`src/hw/ivp_pkg.sv`:
```
/*
 * ivp_pkg: constants for the interrupt vector and priority block.
 * assumes a 16-bit word-addressed program counter and 16-bit stack pointer.
 */
package ivp_pkg;
    localparam int IVP_NUM_SRC = 20;
    localparam int IVP_ADDR_W = 16;
    localparam int IVP_SP_W = 16;
    localparam int IVP_VEC_W = 5;
    // vector numbering: reset is vector 1 at word 0, two words per slot
    localparam logic [IVP_VEC_W-1:0] IVP_RESET_VEC_NUM = 5'h01;
    localparam logic [IVP_ADDR_W-1:0] IVP_RESET_ADDR = 16'h0000;
    localparam logic [IVP_ADDR_W-1:0] IVP_SLOT_WORDS = 16'h0002;
    localparam logic [IVP_ADDR_W-1:0] IVP_LAST_VEC_ADDR = 16'h0028;
    localparam logic [IVP_SP_W-1:0] IVP_RET_BYTES = 16'h0002;
    localparam int IVP_GIE_BIT = 7;
    localparam logic [IVP_SP_W-1:0] IVP_SP_RESET = 16'h0000;
    // source index order = vector number minus two
    localparam int IVP_SRC_EXT0 = 0;
    localparam int IVP_SRC_EXT1 = 1;
    localparam int IVP_SRC_EXT2 = 2;
    localparam int IVP_SRC_T2_MATCH = 3;
    localparam int IVP_SRC_T2_WRAP = 4;
    localparam int IVP_SRC_T1_CAPT = 5;
    localparam int IVP_SRC_T1_MATCH_A = 6;
    localparam int IVP_SRC_T1_MATCH_B = 7;
    localparam int IVP_SRC_T1_WRAP = 8;
    localparam int IVP_SRC_T0_MATCH = 9;
    localparam int IVP_SRC_T0_WRAP = 10;
    localparam int IVP_SRC_SPI = 11;
    localparam int IVP_SRC_RX0 = 12;
    localparam int IVP_SRC_RX1 = 13;
    localparam int IVP_SRC_TXE0 = 14;
    localparam int IVP_SRC_TXE1 = 15;
    localparam int IVP_SRC_TXC0 = 16;
    localparam int IVP_SRC_TXC1 = 17;
    localparam int IVP_SRC_EEPROM = 18;
    localparam int IVP_SRC_COMP = 19;
    typedef enum logic [1:0] {IVP_ST_RESET, IVP_ST_RUN, IVP_ST_ISSUE} ivp_state_t;
endpackage

```
`src/hw/ivp_arbiter.sv`:
```
/*
 * ivp_arbiter: fixed-priority pick among pending enabled requests.
 * assumes request bit 0 is the highest priority (lowest vector address).
 */
`timescale 1ns/1ps
module ivp_arbiter #(
    parameter int N = 20,
    parameter int IW = 5
) (
    input wire logic [N-1:0] req, // pending and enabled requests
    output logic any, // some request present
    output logic [IW-1:0] idx // index of the winner
);
    // lowest index wins: priority falls as vector address rises
    always_comb begin
        any = 1'b0;
        idx = '0;
        for (int i = N - 1; i >= 0; i--) begin
            if (req[i]) begin
                any = 1'b1;
                idx = IW'(i);
            end
        end
    end
endmodule

```
`src/hw/ivp_controller.sv`:
```
/*
 * ivp_controller: interrupt dispatch: latches 20 source requests, gates
 * them by source enables and the global enable, picks the lowest vector,
 * hands the vector address to the core and tracks the return stack pointer.
 * assumes the core raises vec_accept for one cycle when it takes vec_valid,
 * and return_from_interrupt for one cycle on the return instruction.
 * limitation: one vector is offered at a time; nesting needs software to set gie again.
 */
`timescale 1ns/1ps
module ivp_controller
    import ivp_pkg::*;
#(
    parameter int NUM_SRC = ivp_pkg::IVP_NUM_SRC
) (
    input wire logic mclk, // core clock
    input wire logic rst, // async reset, active high, any reset source
    input wire logic [ivp_pkg::IVP_NUM_SRC-1:0] src_event, // one-cycle source events, index=vector-2
    input wire logic [ivp_pkg::IVP_NUM_SRC-1:0] src_enable, // per-source enable bits
    input wire logic gie_set, // software sets global enable
    input wire logic gie_clear, // software clears global enable
    input wire logic sp_load, // software loads stack pointer
    input wire logic [ivp_pkg::IVP_SP_W-1:0] sp_load_value, // value for sp_load
    input wire logic vec_accept, // core takes the offered vector
    input wire logic return_from_interrupt, // core executes interrupt return
    output logic vec_valid, // vector offered to core
    output logic [ivp_pkg::IVP_ADDR_W-1:0] vec_addr, // offered program word address
    output logic [ivp_pkg::IVP_VEC_W-1:0] vec_num, // offered vector number
    output logic fetch_start, // one cycle: fetch from reset address
    output logic gie, // global enable, status bit 7
    output logic [ivp_pkg::IVP_SP_W-1:0] stack_pointer, // current stack pointer
    output logic [ivp_pkg::IVP_NUM_SRC-1:0] pending // latched requests
);
    import ivp_pkg::*;

    function automatic logic [IVP_ADDR_W-1:0] slot_addr(input logic [IVP_VEC_W-1:0] num);
        slot_addr = IVP_RESET_ADDR + IVP_SLOT_WORDS * IVP_ADDR_W'(num - IVP_RESET_VEC_NUM);
    endfunction

    ivp_state_t state_reg, state_next;
    logic [IVP_NUM_SRC-1:0] pending_reg, pending_next;
    logic gie_reg, gie_next;
    logic [IVP_SP_W-1:0] sp_reg, sp_next;
    logic [IVP_VEC_W-1:0] vnum_reg, vnum_next;
    logic [IVP_ADDR_W-1:0] addr_reg, addr_next;
    logic [IVP_VEC_W-1:0] held_idx_reg, held_idx_next;
    logic valid_reg, valid_next;
    logic start_reg;

    ////////////////////////////////////////////////////////////////////////
    // arbitration, every cycle
    // gie_reg, not its next value, gates the pick: a software set takes effect one cycle later
    wire [IVP_NUM_SRC-1:0] eligible = pending_reg & src_enable & {IVP_NUM_SRC{gie_reg}};
    wire win_any;
    wire [IVP_VEC_W-1:0] win_idx;
    // vector number = source index + 2, reset being vector 1
    wire [IVP_VEC_W-1:0] win_num = win_idx + IVP_RESET_VEC_NUM + 5'h01;
    wire take = (state_reg == IVP_ST_RUN) && win_any;
    wire done = (state_reg == IVP_ST_ISSUE) && vec_accept;
    // only the accepted winner is cleared; every other request keeps waiting
    wire [IVP_NUM_SRC-1:0] done_mask = done ? (IVP_NUM_SRC'(1) << held_idx_reg) : '0;

    ivp_arbiter #(.N(IVP_NUM_SRC), .IW(IVP_VEC_W)) u_arb (
        .req(eligible),
        .any(win_any),
        .idx(win_idx)
    );

    ////////////////////////////////////////////////////////////////////////
    // next-state logic
    // a new event in the accept cycle keeps the bit pending: set wins
    assign pending_next = (pending_reg & ~done_mask) | src_event;

    always_comb begin
        state_next = state_reg;
        gie_next = gie_reg;
        sp_next = sp_reg;
        vnum_next = vnum_reg;
        addr_next = addr_reg;
        held_idx_next = held_idx_reg;
        valid_next = valid_reg;
        if (gie_set) begin
            gie_next = 1'b1;
        end else if (gie_clear) begin
            gie_next = 1'b0;
        end
        if (sp_load) begin
            sp_next = sp_load_value;
        end
        case (state_reg)
            IVP_ST_RESET: begin
                state_next = IVP_ST_RUN;
            end
            IVP_ST_RUN: begin
                if (take) begin
                    state_next = IVP_ST_ISSUE;
                    vnum_next = win_num;
                    addr_next = slot_addr(win_num);
                    held_idx_next = win_idx;
                    valid_next = 1'b1;
                    gie_next = 1'b0;
                // a return in the cycle of a take is dropped; the core returns only from run
                end else if (return_from_interrupt) begin
                    gie_next = 1'b1;
                    sp_next = sp_reg + IVP_RET_BYTES;
                end
            end
            IVP_ST_ISSUE: begin
                // push applied on accept, so a stalled core never sees the pointer move early
                if (vec_accept) begin
                    state_next = IVP_ST_RUN;
                    valid_next = 1'b0;
                    sp_next = sp_reg - IVP_RET_BYTES;
                end
            end
            default: begin
                state_next = IVP_ST_RESET;
            end
        endcase
    end

    ////////////////////////////////////////////////////////////////////////
    // registers
    always_ff @(posedge mclk or posedge rst) begin
        if (rst) begin
            state_reg <= IVP_ST_RESET;
            pending_reg <= '0;
            gie_reg <= 1'b0;
            sp_reg <= IVP_SP_RESET;
            vnum_reg <= IVP_RESET_VEC_NUM;
            addr_reg <= IVP_RESET_ADDR;
            held_idx_reg <= '0;
            valid_reg <= 1'b0;
            start_reg <= 1'b0;
        end else begin
            state_reg <= state_next;
            pending_reg <= pending_next;
            gie_reg <= gie_next;
            sp_reg <= sp_next;
            vnum_reg <= vnum_next;
            addr_reg <= addr_next;
            held_idx_reg <= held_idx_next;
            valid_reg <= valid_next;
            start_reg <= (state_reg == IVP_ST_RESET);
        end
    end

    // address registered beside the number, so the core never sees a decode in flight;
    // it rests at word zero from reset to the first take, which covers fetch_start
    assign vec_addr = addr_reg;
    assign vec_valid = valid_reg;
    assign vec_num = vnum_reg;
    assign fetch_start = start_reg;
    assign gie = gie_reg;
    // no overflow guard: software owns where the stack sits
    assign stack_pointer = sp_reg;
    assign pending = pending_reg;

    ////////////////////////////////////////////////////////////////////////
    // checks
    a_gate_global: assert property (@(posedge mclk) disable iff (rst)
        take |-> gie_reg && src_enable[win_idx])
        else $error("vector taken without both enables");
    a_lowest_wins: assert property (@(posedge mclk) disable iff (rst)
        take |-> ((eligible & ((IVP_NUM_SRC'(1) << win_idx) - IVP_NUM_SRC'(1))) == '0))
        else $error("a higher priority request was passed over");
    a_addr_range: assert property (@(posedge mclk) disable iff (rst)
        vec_valid |-> vec_addr > IVP_RESET_ADDR && vec_addr <= IVP_LAST_VEC_ADDR && !vec_addr[0])
        else $error("vector address outside table");
    a_addr_slot: assert property (@(posedge mclk) disable iff (rst)
        $rose(vec_valid) |-> vec_addr == IVP_SLOT_WORDS * IVP_ADDR_W'($past(win_idx) + 5'h01))
        else $error("vector address does not match source");
    a_gie_clear: assert property (@(posedge mclk) disable iff (rst)
        take |=> !gie && vec_valid)
        else $error("global enable not cleared on entry");
    a_gie_return: assert property (@(posedge mclk) disable iff (rst)
        (state_reg == IVP_ST_RUN && !take && return_from_interrupt && !gie_clear) |=> gie)
        else $error("global enable not restored on return");
    a_sp_push: assert property (@(posedge mclk) disable iff (rst)
        (done && !sp_load) |=> stack_pointer == $past(stack_pointer) - IVP_RET_BYTES)
        else $error("stack pointer not lowered by two");
    a_pend_hold: assert property (@(posedge mclk) disable iff (rst)
        (vec_valid && !vec_accept) |=> pending[held_idx_reg] && vec_valid && $stable(vec_addr))
        else $error("request dropped before accept");
    a_reset_fetch: assert property (@(posedge mclk) disable iff (rst)
        fetch_start |-> vec_addr == IVP_RESET_ADDR && !vec_valid)
        else $error("fetch after reset not at word zero");

    // port-side checks: all but a_sp_pop look only at ports, so they still bite if the decode above is wrong
    a_addr_decode: assert property (@(posedge mclk) disable iff (rst)
        vec_valid |-> vec_addr == IVP_SLOT_WORDS * IVP_ADDR_W'(vec_num - IVP_RESET_VEC_NUM))
        else $error("vector address and number disagree");
    a_event_latch: assert property (@(posedge mclk) disable iff (rst)
        (src_event != '0) |=> ((pending & $past(src_event)) == $past(src_event)))
        else $error("source event not latched as pending");
    a_sp_pop: assert property (@(posedge mclk) disable iff (rst)
        (state_reg == IVP_ST_RUN && !take && return_from_interrupt)
            |=> stack_pointer == $past(stack_pointer) + IVP_RET_BYTES)
        else $error("stack pointer not raised by two on return");
    a_fetch_once: assert property (@(posedge mclk) disable iff (rst)
        fetch_start |=> !fetch_start)
        else $error("fetch start held longer than one cycle");
    a_no_take_off: assert property (@(posedge mclk) disable iff (rst)
        (!gie && !vec_valid) |=> !vec_valid)
        else $error("vector offered while global enable was off");
    a_num_hold: assert property (@(posedge mclk) disable iff (rst)
        (vec_valid && !vec_accept) |=> $stable(vec_num))
        else $error("vector number changed before accept");
endmodule

```
`config.mk`:
```
export PLATFORM = sky130hd
export DESIGN_NAME = ivp_controller
export DESIGN_NICKNAME = d
export VERILOG_FILES = /design/src/hw/ivp_pkg.sv /design/src/hw/ivp_arbiter.sv /design/src/hw/ivp_controller.sv
export SDC_FILE = /design/constraint.sdc
export NUM_CORES = 1
export LEC_CHECK = 0
export BUFFER_PORTS_ARGS = -buffer_cell sky130_fd_sc_hd__buf_4
export CAP_MARGIN = 20
export CORE_MARGIN = 3
export CORE_UTILIZATION = 50
export DETAILED_ROUTE_END_ITERATION = 8
export PLACE_DENSITY = 0.79
export REMOVE_ABC_BUFFERS = 1
export SYNTH_ARGS = -nofsm -noshare
export SYNTH_HDL_FRONTEND = slang
export SYNTH_HIERARCHICAL = 1
export SYNTH_SLANG_ARGS = --single-unit
```
`constraint.sdc`:
```
create_clock -name mclk -period 3.18 [get_ports mclk]
set_clock_uncertainty 0.1 [all_clocks]
set_input_delay 0.636 -clock mclk [delete_from_list [all_inputs] [get_ports mclk]]
set_output_delay 0.636 -clock mclk [all_outputs]
set_load 0.05 [all_outputs]
```
==> metrics <==
status complete, no violations; Synth top area share 37.21%; Final Cycle Share between 90% and 100%; die extent in x 92.79 um; number of DRC markers in iteration 0 approximately 270; relative slew slack 45.09%; clk slew on worst S/H paths roughly 80 ps; Hold Vio Cnt, Final 0; Placed Cells 622; CTS Buffer Depth 2; Startpoint Class register; post-synthesis sequential area ratio 37.91%; CP max FO 22; Die Height 92.79 um; Area contributors post-synth dfrtp_1 37%, nand2_1 4.4%, mux2i_1 4.3%, and3_1 4.2%, a21o_1 3.6%; Reg2Reg Depth 9; I/O pin cnt 123; Static Leak 2.225 nW; gr ovfl total 0; worst skew pair latency around 340 ps; hold buffers post-CTS 0; die area 8610 um^2; root buffer cell clkbuf_8; CP arrival between 3000 and 4000 ps; mapped cell area roughly 3800 um^2; H-tree depth 3; final worst path period need 3069 ps; syn avg cell area 9.010 um^2; endpoints failing setup 0; ys flop type dfrtp_1; I/O Buffers 121; worst flop-to-flop path startpoint gie; fill cell count around 580; pin count of the biggest net entering global routing 40; Synth Instances 418; Fin Hold WS 199.5 ps; first-pass iteration count of the detailed router 5; post-DP HPWL 8.156 mm; Top Family by Delay on Critical Path simple AND/OR/NAND/NOR gates; reg2reg setup slack 110 ps; Peak VDD IR 726.1 uV; first-pass GRT wire length 17.48 mm; CP bufs+invs 0; CP required 3290 ps; CTS sink cnt 57; Routed WL 11.21 mm; Worst setup EP type register; fin nets 606; setup TNS 0 ps; register area between 1000 and 1500 um^2; Initial Util 51.65%; Detail Route Antenna Nets 0; n_diodes 0; Top cell by count, worst path and3_1; delay of the slowest critical-path stage between 500 and 600 ps; Core Area ~7300 um^2; vias in the first global route 3,722; Critical R2R Capture stack_pointer[13]; Post-synth EDFFs 0; Area after DPL ~4700 um^2; Worst Tran Pin Value 823.2 ps; Largest register FFs 20; Synth cell types 68; Max Cap Viol 0; layout cell share with drive strength beyond 1 about a third; CP Cell Sequence and3_1 -> nor4_2 -> and3_1 -> nand4_1 -> nand2b_1 -> a211oi_4 -> nor2_1 -> a2111oi_0 -> nor3_1; FMAX about 0.33 GHz; DR WL/cell 17.57 um; Final Non-Filler Cells 638; Core Rows 31; HP Class primary input to async pin; TritonCTS clock tree done; Post-CTS Setup Bufs 0; Yosys top cell by area dfrtp_1; final instance area 4994 um^2; slowest library cell on the worst path dfrtp_2; area of the multi-input gates 2108 um^2; synth warn 6; Post-route DRC 0; Yosys reg bits 57; RePlAce Congestion 0.9290; Vias/cell 6.019; Async SR Flop Fraction 100.0%; WS Path Type register to register; Pwr Density 970.7 nW/um^2; vias 3,840; P&R area growth vs syn 32.59%; GRT Overall Usage 25.29%; Num CTS Buffers 9; antenna violations before repair 0; Final Max Slew Viols 0
## cell usage after synthesis, types with 2 or more instances
cell and n:
nand2b_1 6, dfrtp_1 56, o2bb2ai_1 2, o31ai_1 2, a22oi_1 4, nand3b_1 2
a21oi_1 11, nor2b_1 3, ha_1 9, nor2_1 25, mux2_2 6, nor4b_1 3
buf_2 3, xnor2_1 5, nor4_4 2, nor3b_1 2, o211ai_1 3, mux2i_1 16
nand2_1 44, a31oi_1 3, and2_1 4, inv_1 16, a21o_1 18, and4_2 2
xor2_1 6, nand4b_1 2, buf_6 3, nand3_1 15, or3_1 4, buf_4 11
nand4_1 3, clkbuf_1 16, o22ai_1 8, and3_1 25, o221ai_1 2, a2111oi_0 2
nor3_1 9, a221oi_1 4, a311o_1 2, nor4_1 9, o21ai_0 23
## worst register-to-register path, cell delays in order (launching register included)
cell and delay (ps):
dfrtp_2 550, and3_1 250, nor4_2 360, and3_1 250
nand4_1 150, nand2b_1 230, a211oi_4 380, nor2_1 120
a2111oi_0 430, nor3_1 110
## metal layers
layer / GRT usage, % / vias up / part of all wire, %
li1: - / 1757 / -
met1: 31.07 / 1840 / 39
met2: 43.91 / 212 / 50
met3: 4.224 / 31 / 8.4
met4: 10.26 / 0 / 2.3
met5: 0 / - / 0
## cells by family (layout without fill, tap and decap cells)
family / Yosys count / count (layout) / synth area share (%)
and+or+nand+nor: 167 / 167 / 24.39
adders and majority gates: 9 / 9 / 2.990
other: 1 / 1 / 0.09957
AOI/OAI and AO/OA: 101 / 101 / 19.24
buffers and inverters: 50 / 171 / 6.777
xor gates and xnor gates: 11 / 11 / 2.558
muxes: 22 / 22 / 6.046
DFF: 57 / 57 / 37.91
## what timing repair did
| item | CTS | global route |
|---|---|---|
| setup endpoints to repair | 1 | 3 |
| cloned | 0 | 0 |
| pin swaps | 0 | 1 |
| resized for setup | 1 | 4 |
## final cells by class
type,count,area share (%)
Sequential cell,57,28.61
Clock buffer,11,3.032
Multi-Input combinational cell,311,42.22
Clock inverter,5,1.553
Timing Repair Buffer,139,20.90
Inverter,16,1.203
Tap cell,99,2.481
## worst max path at each step
stage	from	to	slack (ps)	cells after the start
floorplan	vec_addr[6]	vec_addr[10]	-840	0
global placement	src_enable[16]	stack_pointer[12]	40	11
detailed placement	src_enable[11]	stack_pointer[13]	-40	10
CTS	gie	stack_pointer[13]	120	9
global route	gie	stack_pointer[12]	-80	10
finish	gie	stack_pointer[13]	110	9
## per-stage QoR
| step | total power [mW] | worst slack (ps) | util [%] |
|---|---|---|---|
| 6_report | 4.847 | 110.7 | 68.48 |
| 2_1_floorplan | 3.066 | -835.2 | - |
| 4_1_cts | 4.794 | 123.5 | 68.14 |
| 3_3_place_gp | 3.900 | 37.94 | 64.98 |
| 5_1_grt | 5.118 | -78.76 | 68.48 |
| 3_5_place_dp | 3.979 | -44.14 | 64.98 |
## layout by cell type, fill, tap and decap left out, types with 5 or more instances in the layout
| cell | instances |
|---|---|
| xnor2_1 | 5 |
| mux2i_1 | 16 |
| o21ai_0 | 23 |
| nor2_1 | 25 |
| xor2_1 | 6 |
| clkbuf_8 | 11 |
| inv_1 | 15 |
| ha_1 | 9 |
| o22ai_1 | 8 |
| mux2_2 | 6 |
| a21o_1 | 18 |
| and3_1 | 25 |
| dfrtp_1 | 55 |
| nor3_1 | 9 |
| nand3_1 | 15 |
| nand2b_1 | 6 |
| nand2_1 | 44 |
| a21oi_1 | 11 |
| nor4_1 | 5 |
| buf_4 | 139 |
## power by group
| part | internal (mW) | leakage [nW] | switching (mW) |
|---|---|---|---|
| combinational | 1.01 | 1.47 | 1.71 |
| clock | 0.481 | 0.115 | 0.319 |
| sequential | 0.940 | 0.639 | 0.384 |
| total | 2.43 | 2.23 | 2.41 |
(Power assumes the default switching activity.)
